[config.mk]
export PLATFORM = sky130hd
export DESIGN_NAME = cac_capture
export DESIGN_NICKNAME = d
export VERILOG_FILES = /design/src/cac_pkg.sv /design/src/cac_capture.sv /design/src/cac_cap_mem.sv
export VERILOG_INCLUDE_DIRS = /design/src
export SDC_FILE = /design/constraint.sdc
export NUM_CORES = 1
export LEC_CHECK = 0
export BUFFER_PORTS_ARGS = -buffer_cell sky130_fd_sc_hd__buf_2
export CAP_MARGIN = 5
export CORE_AREA = 2 2 156 158
export CTS_CLUSTER_DIAMETER = 200
export DETAILED_ROUTE_END_ITERATION = 8
export DIE_AREA = 0 0 158 160
export PLACE_DENSITY = 0.56
export SLEW_MARGIN = 30
export SYNTH_ARGS = -nofsm -noshare
export SYNTH_HDL_FRONTEND = slang
export SYNTH_SLANG_ARGS = --single-unit
[constraint.sdc]
create_clock -name mclk -period 6.8 [get_ports mclk]
set_input_delay 0.68 -clock mclk [delete_from_list [all_inputs] [get_ports mclk]]
set_output_delay 0.68 -clock mclk [all_outputs]
set_load 0.02 [all_outputs]
[src/cac_regs.svh]
// Register offsets, field positions and reset values of the capture array
`ifndef CAC_REGS_SVH
`define CAC_REGS_SVH

`define CAC_NUM_MOD        5
`define CAC_MODE_BASE      12'h000
`define CAC_CAPLO_BASE     12'h020
`define CAC_CAPHI_BASE     12'h040
`define CAC_CNTLO_ADDR     12'h060
`define CAC_CNTHI_ADDR     12'h064
`define CAC_CTRL_ADDR      12'h068
`define CAC_EVT_STAT_ADDR  12'h070
`define CAC_EVT_CLR_ADDR   12'h074
`define CAC_EVT_EN_ADDR    12'h078

`define CAC_BIT_RSVD       7
`define CAC_BIT_COMP       6
`define CAC_BIT_RISE       5
`define CAC_BIT_FALL       4
`define CAC_BIT_MATCH      3
`define CAC_BIT_TOGGLE     2
`define CAC_BIT_PWM        1
`define CAC_BIT_IRQ_EN     0
`define CAC_BIT_RUN        0

`define CAC_MODE_RST       8'h00
`define CAC_MODE_MASK      8'h7F
`define CAC_WDOG_MOD       4
`define CAC_ERR_RESP       1'b1

`endif

[src/cac_pkg.sv]
// Types shared by the capture array
package cac_pkg;
  typedef enum logic [2:0] {
    CAC_FN_NONE   = 3'b000,
    CAC_FN_CAP    = 3'b001,
    CAC_FN_TIMER  = 3'b010,
    CAC_FN_HSO    = 3'b011,
    CAC_FN_PWM    = 3'b100,
    CAC_FN_WDOG   = 3'b101,
    CAC_FN_UNDEF  = 3'b110
  } cac_func_type;
endpackage

[src/cac_capture.sv]
// Five-module counter array capture block with APB register access
`timescale 1ns/1ps
`include "cac_regs.svh"

module cac_capture
  import cac_pkg::*;
(
  // Clock and reset
  input  wire logic        mclk,
  input  wire logic        rst_n,
  // APB slave
  input  wire logic        psel,
  input  wire logic        penable,
  input  wire logic        pwrite,
  input  wire logic [11:0] paddr,
  input  wire logic [31:0] pwdata,
  output logic             pready,
  output logic      [31:0] prdata,
  output logic             pslverr,
  // Capture pins
  input  wire logic [4:0]  module_io_pin,
  // Interrupt and decoded functions
  output logic             irq,
  output logic      [14:0] module_func
);

  // Mode decode shared by capture qualification and function report
  function automatic cac_func_type decode_mode(input logic [7:0] m,
                                               input logic       wdog);
    logic cmp;
    logic edg;
    logic oth;
    cmp = m[`CAC_BIT_COMP];
    edg = m[`CAC_BIT_RISE] | m[`CAC_BIT_FALL];
    oth = m[`CAC_BIT_MATCH] | m[`CAC_BIT_TOGGLE] | m[`CAC_BIT_PWM];
    if ((m & `CAC_MODE_MASK) == 8'h00) begin
      decode_mode = CAC_FN_NONE;
    end else if (edg && !oth) begin
      decode_mode = CAC_FN_CAP;
    end else if (cmp && !edg && m[`CAC_BIT_MATCH] && !m[`CAC_BIT_PWM]) begin
      if (wdog) begin
        decode_mode = CAC_FN_WDOG;
      end else if (m[`CAC_BIT_TOGGLE]) begin
        decode_mode = CAC_FN_HSO;
      end else begin
        decode_mode = CAC_FN_TIMER;
      end
    end else if (cmp && !edg && !m[`CAC_BIT_MATCH] && !m[`CAC_BIT_TOGGLE]
                 && m[`CAC_BIT_PWM] && !m[`CAC_BIT_IRQ_EN]) begin
      decode_mode = CAC_FN_PWM;
    end else begin
      decode_mode = CAC_FN_UNDEF;
    end
  endfunction

  logic [7:0]  mode_r [0:4];
  logic [4:0]  pin_meta_r;
  logic [4:0]  pin_sync_r;
  logic [4:0]  pin_prev_r;
  logic [4:0]  rise_stb;
  logic [4:0]  fall_stb;
  logic [4:0]  cap_stb;
  logic [15:0] count_r;
  logic        run_r;
  logic [4:0]  evt_flag_r;
  logic [4:0]  evt_en_r;
  logic [4:0]  evt_clr;
  logic [4:0]  irq_src;
  logic [15:0] cap_rd;
  logic [2:0]  cap_idx;
  logic        cap_hi_r;
  logic        cap_sel_r;
  logic [31:0] rd_nxt;
  logic [31:0] rd_r;
  logic        err_nxt;
  logic        err_r;
  logic        setup;
  logic        wr_acc;
  logic        rd_pend_r;
  logic [3:0]  mode_wr_idx;
  logic        mode_wr;
  cac_func_type fn [0:4];

  assign setup  = psel && !penable;
  assign wr_acc = psel && penable && pwrite && pready;

  // Reads take two access cycles: setup loads the capture store, the second access cycle returns data
  assign pready  = !setup && (pwrite || rd_pend_r);
  assign prdata  = rd_r;
  assign pslverr = err_r;

  always_ff @(posedge mclk or negedge rst_n) begin
    if (!rst_n) begin
      rd_pend_r <= 1'b0;
    end else begin
      // Set in the first access cycle so a read answers in the second
      rd_pend_r <= psel && penable && !pwrite && !rd_pend_r;
    end
  end

  always_ff @(posedge mclk or negedge rst_n) begin
    if (!rst_n) begin
      pin_meta_r <= 5'h00;
      pin_sync_r <= 5'h00;
      pin_prev_r <= 5'h00;
    end else begin
      pin_meta_r <= module_io_pin;
      pin_sync_r <= pin_meta_r;
      pin_prev_r <= pin_sync_r;
    end
  end

  assign rise_stb = pin_sync_r & ~pin_prev_r;
  assign fall_stb = ~pin_sync_r & pin_prev_r;

  genvar g;
  generate
    for (g = 0; g < `CAC_NUM_MOD; g++) begin : g_mod
      assign fn[g] = decode_mode(mode_r[g], g == `CAC_WDOG_MOD);
      assign module_func[3*g +: 3] = fn[g];
      assign cap_stb[g] = (fn[g] == CAC_FN_CAP) &&
        ((rise_stb[g] && mode_r[g][`CAC_BIT_RISE]) ||
         (fall_stb[g] && mode_r[g][`CAC_BIT_FALL]));
    end
  endgenerate

  always_ff @(posedge mclk or negedge rst_n) begin
    if (!rst_n) begin
      count_r <= 16'h0000;
    end else if (wr_acc && paddr == `CAC_CNTLO_ADDR) begin
      count_r <= {count_r[15:8], pwdata[7:0]};
    end else if (wr_acc && paddr == `CAC_CNTHI_ADDR) begin
      count_r <= {pwdata[7:0], count_r[7:0]};
    end else if (run_r) begin
      count_r <= count_r + 16'h0001;
    end
  end

  always_ff @(posedge mclk or negedge rst_n) begin
    if (!rst_n) begin
      run_r <= 1'b0;
    end else if (wr_acc && paddr == `CAC_CTRL_ADDR) begin
      run_r <= pwdata[`CAC_BIT_RUN];
    end
  end

  assign mode_wr_idx = 4'(paddr[11:2] - `CAC_MODE_BASE / 4);
  assign mode_wr = wr_acc && paddr >= `CAC_MODE_BASE &&
                   paddr < `CAC_MODE_BASE + 12'h014;
  always_ff @(posedge mclk or negedge rst_n) begin
    if (!rst_n) begin
      for (int i = 0; i < 5; i++) begin
        mode_r[i] <= `CAC_MODE_RST;
      end
    end else if (mode_wr) begin
      mode_r[3'(mode_wr_idx)] <= pwdata[7:0] & `CAC_MODE_MASK;
    end
  end

  // copy full counter on qualified edge
  cac_cap_mem u_mem (
    .mclk      (mclk),
    .rst_n     (rst_n),
    .wr_en     (cap_stb),
    .wr_data   (count_r),
    .rd_idx    (cap_idx),
    .rd_data_r (cap_rd)
  );

  assign cap_idx = paddr >= `CAC_CAPHI_BASE ?
                   3'(paddr[11:2] - `CAC_CAPHI_BASE / 4) :
                   3'(paddr[11:2] - `CAC_CAPLO_BASE / 4);

  always_ff @(posedge mclk or negedge rst_n) begin
    if (!rst_n) begin
      cap_hi_r  <= 1'b0;
      cap_sel_r <= 1'b0;
    end else if (setup) begin
      cap_hi_r  <= paddr >= `CAC_CAPHI_BASE;
      cap_sel_r <= paddr >= `CAC_CAPLO_BASE &&
                   paddr < `CAC_CAPHI_BASE + 12'h014 &&
                   (paddr < `CAC_CAPLO_BASE + 12'h014 ||
                    paddr >= `CAC_CAPHI_BASE);
    end
  end

  // capture sets event flag, set wins over clear
  assign evt_clr = (wr_acc && paddr == `CAC_EVT_CLR_ADDR) ?
                   pwdata[4:0] : 5'h00;
  always_ff @(posedge mclk or negedge rst_n) begin
    if (!rst_n) begin
      evt_flag_r <= 5'h00;
    end else begin
      evt_flag_r <= (evt_flag_r & ~evt_clr) | cap_stb;
    end
  end

  always_ff @(posedge mclk or negedge rst_n) begin
    if (!rst_n) begin
      evt_en_r <= 5'h1F;
    end else if (wr_acc && paddr == `CAC_EVT_EN_ADDR) begin
      evt_en_r <= pwdata[4:0];
    end
  end

  // flag, enable bit and mode bit 0 raise interrupt
  generate
    for (g = 0; g < `CAC_NUM_MOD; g++) begin : g_irq
      assign irq_src[g] = evt_flag_r[g] && evt_en_r[g] &&
                          mode_r[g][`CAC_BIT_IRQ_EN];
    end
  endgenerate

  always_ff @(posedge mclk or negedge rst_n) begin
    if (!rst_n) begin
      irq <= 1'b0;
    end else begin
      irq <= |irq_src;
    end
  end

  // Read mux; registered in the cycle before the slave answers
  always_comb begin
    rd_nxt  = 32'h0000_0000;
    err_nxt = 1'b0;
    if (paddr >= `CAC_MODE_BASE && paddr < `CAC_MODE_BASE + 12'h014) begin
      rd_nxt = {24'h000000, mode_r[3'(mode_wr_idx)]};
    end else if (cap_sel_r) begin
      rd_nxt = {24'h000000, cap_hi_r ? cap_rd[15:8] : cap_rd[7:0]};
    end else if (paddr == `CAC_CNTLO_ADDR) begin
      rd_nxt = {24'h000000, count_r[7:0]};
    end else if (paddr == `CAC_CNTHI_ADDR) begin
      rd_nxt = {24'h000000, count_r[15:8]};
    end else if (paddr == `CAC_CTRL_ADDR) begin
      rd_nxt = {31'h0000_0000, run_r};
    end else if (paddr == `CAC_EVT_STAT_ADDR) begin
      rd_nxt = {27'h0000000, evt_flag_r};
    end else if (paddr == `CAC_EVT_EN_ADDR) begin
      rd_nxt = {27'h0000000, evt_en_r};
    end else if (paddr != `CAC_EVT_CLR_ADDR) begin
      err_nxt = `CAC_ERR_RESP;
    end
  end

  always_ff @(posedge mclk or negedge rst_n) begin
    if (!rst_n) begin
      rd_r  <= 32'h0000_0000;
      err_r <= 1'b0;
    end else begin
      rd_r  <= (psel && !pwrite) ? rd_nxt : 32'h0000_0000;
      // Unmapped writes are dropped silently, only reads report
      err_r <= psel && !pwrite && err_nxt && !pready;
    end
  end

  // Assertions
  AST_CAP_FLAG: assert property (@(posedge mclk) disable iff (!rst_n)
    cap_stb[0] |=> evt_flag_r[0])
    else $error("capture did not set flag");
  AST_FLAG_HOLD: assert property (@(posedge mclk) disable iff (!rst_n)
    evt_flag_r[1] && evt_clr[1] == 1'b0 |=> evt_flag_r[1])
    else $error("flag dropped without clear");
  AST_IRQ: assert property (@(posedge mclk) disable iff (!rst_n)
    irq_src[2] |=> irq)
    else $error("irq missing");
  AST_RISE_ONLY: assert property (@(posedge mclk) disable iff (!rst_n)
    fall_stb[0] && !mode_r[0][`CAC_BIT_FALL] |-> !cap_stb[0])
    else $error("falling edge captured without enable");
  AST_MODE_CAP: assert property (@(posedge mclk) disable iff (!rst_n)
    mode_r[3][`CAC_BIT_MATCH] |-> !cap_stb[3])
    else $error("capture in compare mode");
  AST_EDGE: assert property (@(posedge mclk) disable iff (!rst_n)
    $rose(pin_sync_r[4]) |-> rise_stb[4] ##1 !rise_stb[4])
    else $error("edge strobe wrong");
  AST_SYNC: assert property (@(posedge mclk) disable iff (!rst_n)
    cap_stb[1] |-> pin_sync_r[1] != pin_prev_r[1])
    else $error("capture without pin change");
  AST_RSVD: assert property (@(posedge mclk) disable iff (!rst_n)
    !mode_r[0][`CAC_BIT_RSVD])
    else $error("reserved bit stored");
  AST_WDOG: assert property (@(posedge mclk) disable iff (!rst_n)
    fn[0] != CAC_FN_WDOG)
    else $error("watchdog on wrong module");
  COV_CAP: cover property (@(posedge mclk) cap_stb[0]);
  COV_BOTH: cover property (@(posedge mclk) cap_stb[2] ##[1:50] cap_stb[2]);
  COV_IRQ: cover property (@(posedge mclk) $rose(irq));
endmodule

[src/cac_cap_mem.sv]
// Capture value store: one 16-bit word per module, registered read port
`timescale 1ns/1ps
module cac_cap_mem (
  // Clock and reset
  input  wire logic        mclk,
  input  wire logic        rst_n,
  // Write port, one enable per module
  input  wire logic [4:0]  wr_en,
  input  wire logic [15:0] wr_data,
  // Registered read port
  input  wire logic [2:0]  rd_idx,
  output logic      [15:0] rd_data_r
);
  logic [15:0] word_r [0:4];

  always_ff @(posedge mclk or negedge rst_n) begin
    if (!rst_n) begin
      for (int i = 0; i < 5; i++) begin
        word_r[i] <= 16'h0000;
      end
    end else begin
      for (int i = 0; i < 5; i++) begin
        if (wr_en[i]) begin
          word_r[i] <= wr_data;
        end
      end
    end
  end

  // Write-through so a capture in the read cycle shows at once
  always_ff @(posedge mclk or negedge rst_n) begin
    if (!rst_n) begin
      rd_data_r <= 16'h0000;
    end else if (rd_idx < 3'h5) begin
      rd_data_r <= wr_en[rd_idx] ? wr_data : word_r[rd_idx];
    end else begin
      rd_data_r <= 16'h0000;
    end
  end
endmodule

==> results of run 1 <==
## routing by layer
metal  vias up  wire (um)  GRT usage, %
li1       3096          -             -
met1      3307      11700          31.3
met2       213      10900          29.3
met3        23       1520          4.04
met4         0        272          4.26
met5         -          0             0
## placed cells by master (no fill, tap or decap), drive strengths merged, types with 18 or more instances in the layout
master  instances
mux2i          35
inv            18
nor2           45
o21ai          95
mux2           95
conb           24
clkbuf         18
nand3          29
buf            64
a21oi          44
nand2          91
mux4           19
dfrtp         181
## state kept, by name, indices dropped and copies added (netlist names), 5 cells and up
name             cells
pin_prev_r           5
evt_flag_r           5
pin_sync_r           5
count_r             16
mode_r              35
prdata               8
u_mem.word_r        80
u_mem.rd_data_r     16
evt_en_r             5
pin_meta_r           5
## worst max path at each step
stage                          endpoint  slack (ns)  depth (start not counted)
floorplan                    count_r[6]        4.16                          6
global placement                pslverr        3.42                          7
detailed placement  u_mem.rd_data_r[14]        3.41                          7
CTS                 u_mem.rd_data_r[14]        3.84                          6
global route                    pslverr        3.59                          7
finish              u_mem.rd_data_r[14]        3.82                          6
## cells by family after synthesis
logic type               count (synthesis)
AND/OR/NAND/NOR                        235
flip-flops                             186
AO/OA/AOI/OAI                          183
multiplexers                           149
buffers and inverters                   88
XOR/XNOR                                 8
adder cells (fa/ha/maj)                  1
other                                    1
## layout make-up
cell class / instances / area, um2
clock buffer: 17 / 425
clock inverter: 15 / 203
fill: 2302 / 13400
inverter: 10 / 37.5
multi-input combinational: 600 / 4310
sequential: 186 / 4660
tap: 324 / 405
timing repair buffer: 65 / 363
## power by group through the flow
stage / clock [W] / sequential [W] / combinational, W
detailed placement: 0 / 0.00117 / 0.000146
CTS: 0.00108 / 0.00114 / 0.000146
finish: 0.00106 / 0.00114 / 0.000144
global placement: 0 / 0.00117 / 0.000145
global route: 0.00114 / 0.00115 / 0.000159
floorplan: 0 / 0.00116 / 0.0000932
## cell usage after synthesis, drive strengths merged (3+ instances only)
cell,number,area share [%]
a2111oi,3,0.35
a211oi,4,0.32
a21oi,44,2.4
a221o,4,0.43
a221oi,4,0.38
a32oi,3,0.28
and3,5,0.34
buf,42,3.0
clkbuf,36,1.5
dfrtp,181,49
dfstp,5,1.4
inv,10,0.40
mux2,95,12
mux2i,35,3.8
mux4,19,4.6
nand2,91,3.7
nand2b,3,0.20
nand3,29,1.6
nand3b,9,0.73
nand4,10,0.67
nor2,45,1.8
nor2b,6,0.40
nor3,6,0.32
nor4,3,0.52
o21ai,95,5.1
o22ai,4,0.27
o32ai,4,0.38
or2,7,0.50
or3,4,0.27
or4,3,0.36
xnor2,3,0.28
xor2,5,0.47
## worst max-delay path, cell delays in order, from the launching register on
cell	delay, ns
dfrtp_1	0.45
or2_2	0.32
a2111oi_2	0.46
o21ai_2	0.10
buf_4	0.25
o2111a_1	0.56
a221oi_1	0.64
## per-stage QoR
stage / total power, W / worst slack, ns / hold WS [ns] / instances
global route: 0.00244 / 3.59 / 0.328 / 1217
finish: 0.00235 / 3.82 / 0.347 / 1217
detailed placement: 0.00131 / 3.41 / 0.335 / 1185
floorplan: 0.00126 / 4.16 / 0.331 / 874
CTS: 0.00238 / 3.84 / 0.336 / 1217
global placement: 0.00131 / 3.42 / 0.334 / 1185
==> impl_metrics.toml, run 1 <==
[place]
place_congestion = 0.867
portBuffers = 55
placed_area_um2 = 9770
dpl.hpwl_mm = 16.2

[sta]
rsz0062_at_grt = "false"
slew_violations = 0
tightest_slew_ns = 0.869
finalSetupViolCount = 0
final_hold_viol_count = 0
fin_skew_ns = 0.00904
relSlewSlack_pct = 41.6
fin_setup_tns_ns = 0
max_freq_mhz = 335
fin_crit_ns = 2.98
finalCritPeriodShare_pct = 43.9

[power_and_ir_drop]
p_int_w = 0.00177
ir_worst_vdd_uv = 163
seq_power_share_pct = 48.6
netSwitchingFraction_pct = 24.6
p_switching_w = 0.000579
pwr-share-comb_pct = 6.1
pwr-share-clk_pct = 45.2
pwr_density_cell_nw_per_um2 = 226
leakage_nw = 4.92

[clock_network]
cts_made_buffers = 17
clock_latency_ns = 0.43
cts_tree = "yes"
cts_sinks = 186
path_clk_slew_ns = 0.07
cts_buffer_depth = 2
htree_levels = 4
post_cts_buffers = 0
cts_root_buf = "clkbuf_16"
ctsHoldBuffers = 0
ctsResizeCount = 0

[worst_setup_path]
reg2reg_slack_ns = 3.82
cp-end-kind = "register"
crit-reg2reg-launch = "mode_r[16]"
critPathKind = "reg2reg"
worstPathRequired_ns = 7.06
reg2reg_depth = 6
crit_fanout = 20
arrival_ns = 3.24
crit-reg2reg-capture = "u_mem.rd_data_r[14]"
crit_path_start_kind = "register"
critPathLaunch = "mode_r[16]"

[logic_synthesis]
synth_flop_cell = "dfrtp_1"
syn_avg_cell_area_um2 = 10.9
synth_top_family_by_area = "multiplexers"
yosysWarnings = 0
synth_edf_count = 0
synth-seq-cells = 186
ys_seq_area_share_pct = 50.1
synthSimpleGateAreaFrac_pct = 12.9
synth-xor-area-share_pct = 0.752
synthesis.area_um2 = 9310
synth_compound_area_share_pct = 11.4
ys_async_sr_fraction_pct = 100
yosysUniqueCellTypes = 66
synth_fa_ha_area_share_pct = 0.134
synth_mux_area_share_pct = 19.9
syn_inst = 851

[worst_hold_path]
hold_path_end = "pin_meta_r[3]"
hp-class = "in2reg"
min_path_cells = 1
hold_start = "module_io_pin[3]"

[route]
vias = 6639
detail_route.wl_per_cell_um = 20.0
routed_wl_mm = 24.4
first_iter_violations = 635
ant_nets = 0
drc_errors = 0
dr.pass1.iters = 6
vias_per_cell = 5.46

[floorplanning]
core_area_um2 = 23800
die_x_um = 158
die_h_um = 160
dieArea_um2 = 25300
initial_core_util_pct = 39.1
rows = 57
io_pins = 104

[finish]
drive_gt1_share_pct = 26.4
fin_util_pct = 43.7
area_delta_synth_final_pct = 11.7
antennaDiodeCount = 0
finalNetCount = 935
final_cell_area_um2 = 10400

[global_route]
grt_pass1_vias = 6393
grt_max_degree = 108
grt_pass1_wl_mm = 38.5
antenna_found_initial = 0
grt_use_total_pct = 20.2
overflow = 0

[run_status]
status = "complete, no violations"

[run]
drv_cap = 0
Note: power is estimated with default switching activity, not from simulation.
==> run 2: changes to the inputs <==
--- a/config.mk
+++ b/config.mk
@@ -6,13 +6,14 @@
 export SDC_FILE = /design/constraint.sdc
 export NUM_CORES = 1
 export LEC_CHECK = 0
+export ABC_AREA = 1
 export BUFFER_PORTS_ARGS = -buffer_cell sky130_fd_sc_hd__buf_2
 export CAP_MARGIN = 5
 export CORE_AREA = 2 2 156 158
 export CTS_CLUSTER_DIAMETER = 200
 export DETAILED_ROUTE_END_ITERATION = 8
 export DIE_AREA = 0 0 158 160
-export PLACE_DENSITY = 0.56
+export PLACE_DENSITY = 0.55
 export SLEW_MARGIN = 30
 export SYNTH_ARGS = -nofsm -noshare
 export SYNTH_HDL_FRONTEND = slang
==> constraint.sdc (replaced) <==
create_clock -name mclk -period 2.9 [get_ports mclk]
set_input_delay 0.29 -clock mclk [delete_from_list [all_inputs] [get_ports mclk]]
set_output_delay 0.29 -clock mclk [all_outputs]
set_load 0.02 [all_outputs]
==> run 2 against run 1 <==
Against the previous run: global-route usage grew 2.1 points; die area is the same; register-to-register slack lost 3.3 ns; utilization grew 0.35 points; clock power grew 140%; count of clock-buffer cells in the layout grew 1; combinational power grew to 4.7 times the previous value.
==> impl_metrics.toml, run 2 <==
[run_status]
status = "complete, no violations"

[run]
drv_cap = 0

[power_and_ir_drop]
pwr-share-comb_pct = 11.2
pwr_density_cell_nw_per_um2 = 573
p_int_w = 0.00434
netSwitchingFraction_pct = 27.7
p_switching_w = 0.00166
pwr-share-clk_pct = 42.5
ir_worst_vdd_uv = 347
seq_power_share_pct = 46.3
leakage_nw = 5.13

[clock_network]
cts_tree = "yes"
cts_made_buffers = 17
cts_root_buf = "clkbuf_16"
cts_sinks = 186
post_cts_buffers = 0
cts_buffer_depth = 2
clock_latency_ns = 0.44
htree_levels = 4
ctsHoldBuffers = 6
path_clk_slew_ns = 0.07
ctsResizeCount = 0

[global_route]
overflow = 0
grt_max_degree = 64
grt_pass1_vias = 7348
grt_pass1_wl_mm = 42.8
grt_use_total_pct = 22.3
antenna_found_initial = 0

[worst_setup_path]
cp-end-kind = "register"
worstPathRequired_ns = 3.22
worstPathCellList = "nor2_1, nand2_1, nor2_1, and2_1, clkinv_1, o21ai_0"
crit_buf_inv = 1
crit-reg2reg-capture = "u_mem.word_r[12]"
path_delay_family = "buffers and inverters"
critical-path-max-stage-delay_ns = 0.70
critPathMostFrequentCell = "nor2_1"
arrival_ns = 2.68
reg2reg_slack_ns = 0.54
crit_path_start_kind = "register"
crit_fanout = 33
cp_slowest_cell = "clkinv_1"
critPathKind = "reg2reg"
crit-reg2reg-launch = "mode_r[3]"
reg2reg_depth = 6

[sta]
final_hold_viol_count = 0
fin_skew_ns = 0.0211
max_freq_mhz = 424
rsz0062_at_grt = "false"
fin_setup_tns_ns = 0
fin_crit_ns = 2.36
tightest_slew_ns = 0.894
finalSetupViolCount = 0
finalCritPeriodShare_pct = 81.4
relSlewSlack_pct = 40.0
slew_violations = 0

[route]
vias_per_cell = 5.09
dr.pass1.iters = 7
drc_errors = 0
ant_nets = 0
first_iter_violations = 707
routed_wl_mm = 27.0
detail_route.wl_per_cell_um = 17.4
vias = 7895

[place]
dpl.hpwl_mm = 19.3
portBuffers = 55
place_congestion = 0.899
placed_cells = 1514

[logic_synthesis]
synth-seq-cells = 186
syn_inst = 1163
post-synth-top-count-cell = "nand2_1"
synth_edf_count = 0
netlist.top_cell.by_area = "dfrtp_1"
synthesis.area_um2 = 9280
synth_flop_cell = "dfrtp_1"
yosysUniqueCellTypes = 46
synth_top_area_share_pct = 48.8
synth_area_leaders = "dfrtp_1 49%, nand2_1 13%, o21ai_0 6.5%"
syn_avg_cell_area_um2 = 7.98
ys_async_sr_fraction_pct = 100
ys_seq_area_share_pct = 50.2
synth_commonest_cells = "322 x nand2_1, 181 x dfrtp_1, 121 x o21ai_0"
yosysWarnings = 0

[floorplanning]
die_h_um = 160
initial_core_util_pct = 38.9
core_area_um2 = 23800
io_pins = 104
die_x_um = 158
rows = 57
dieArea_um2 = 25300

[finish]
fillers = 2440
antennaDiodeCount = 0
area_delta_synth_final_pct = 13.0
biggestRegsByFlops = "u_mem.word_r: 80 flops, mode_r: 35 flops"
finalNetCount = 1270
drive_gt1_share_pct = 12.3
largest_reg_flops = 80
layout_commonest_cell = "nand2_1"
fin_cells = 1552
final_cell_mix = "322 x nand2_1, 181 x dfrtp_1, 121 x o21ai_0, 110 x inv_1, 79 x nor2_1"
top_register = "u_mem.word_r"

[worst_hold_path]
hold_path_end = "rd_pend_r"
hp-class = "in2reg"
min_path_cells = 2
hold_start = "pwrite"
run 2: cell type report:
class / instances / area, um2 / area share [%]
inverters: 123 / 464 / 4.43
clock buffers: 18 / 439 / 4.19
multi-input cells: 808 / 3830 / 36.6
well taps: 324 / 405 / 3.87
clock inverters: 14 / 190 / 1.81
flip-flops and latches: 186 / 4660 / 44.5
repair buffers: 79 / 492 / 4.69
run 2: power groups by stage:
stage / Clock [W] / Combinational [W] / Sequential, W
global placement: 0 / 0.000677 / 0.00283
CTS: 0.00259 / 0.000687 / 0.00278
finish: 0.00255 / 0.000674 / 0.00278
floorplan: 0 / 0.000445 / 0.00279
detailed placement: 0 / 0.000678 / 0.00283
global route: 0.00270 / 0.000762 / 0.00279
run 2: per-layer routing:
layer	vias up	track usage [%]	routed length [um]
met3	36	3.74	1250
met2	236	35.4	12600
met1	3757	31.3	12400
met4	0	7.04	758
met5	-	0	0
li1	3866	-	-
run 2: kinds of logic after synthesis:
logic type	count (synthesis)	share of synthesized area (%)
AND/OR/NAND/NOR	538	25.5
other	1	0.0404
adder cells (fa/ha/maj)	1	0.135
buffers and inverters	192	9.36
flip-flops	186	50.2
AO/OA/AOI/OAI	239	14.2
XOR/XNOR	6	0.566
run 2: worst register-to-register path, cell delays in order, from the launching register on:
cell and delay (ns):
dfrtp_1 0.41, nor2_1 0.15, nand2_1 0.08, nor2_1 0.21, and2_1 0.21, clkinv_1 0.70
o21ai_0 0.48
run 2: worst max path at each step:
stage | start | end | depth (start not counted)
6_report | mode_r[3] | u_mem.word_r[12] | 6
5_1_grt | mode_r[3] | u_mem.word_r[1] | 6
4_1_cts | mode_r[4] | module_func[13] | 5
3_5_place_dp | paddr[4] | prdata[2] | 11
3_3_place_gp | paddr[4] | prdata[2] | 11
2_1_floorplan | mode_r[4] | module_func[13] | 4
run 2: metrics by stage:
stage	setup WS [ns]	util, %	total power (W)	instance area [um2]	hold slack (ns)
3_5_place_dp	0.528	41.1	0.00351	9800	0.325
6_report	0.540	44.0	0.00601	10500	0.0585
4_1_cts	0.741	44.0	0.00606	10500	0.0399
3_3_place_gp	0.577	41.1	0.00351	9800	0.327
5_1_grt	0.276	44.0	0.00625	10500	0.0519
2_1_floorplan	1.18	-	0.00323	9360	-0.00559
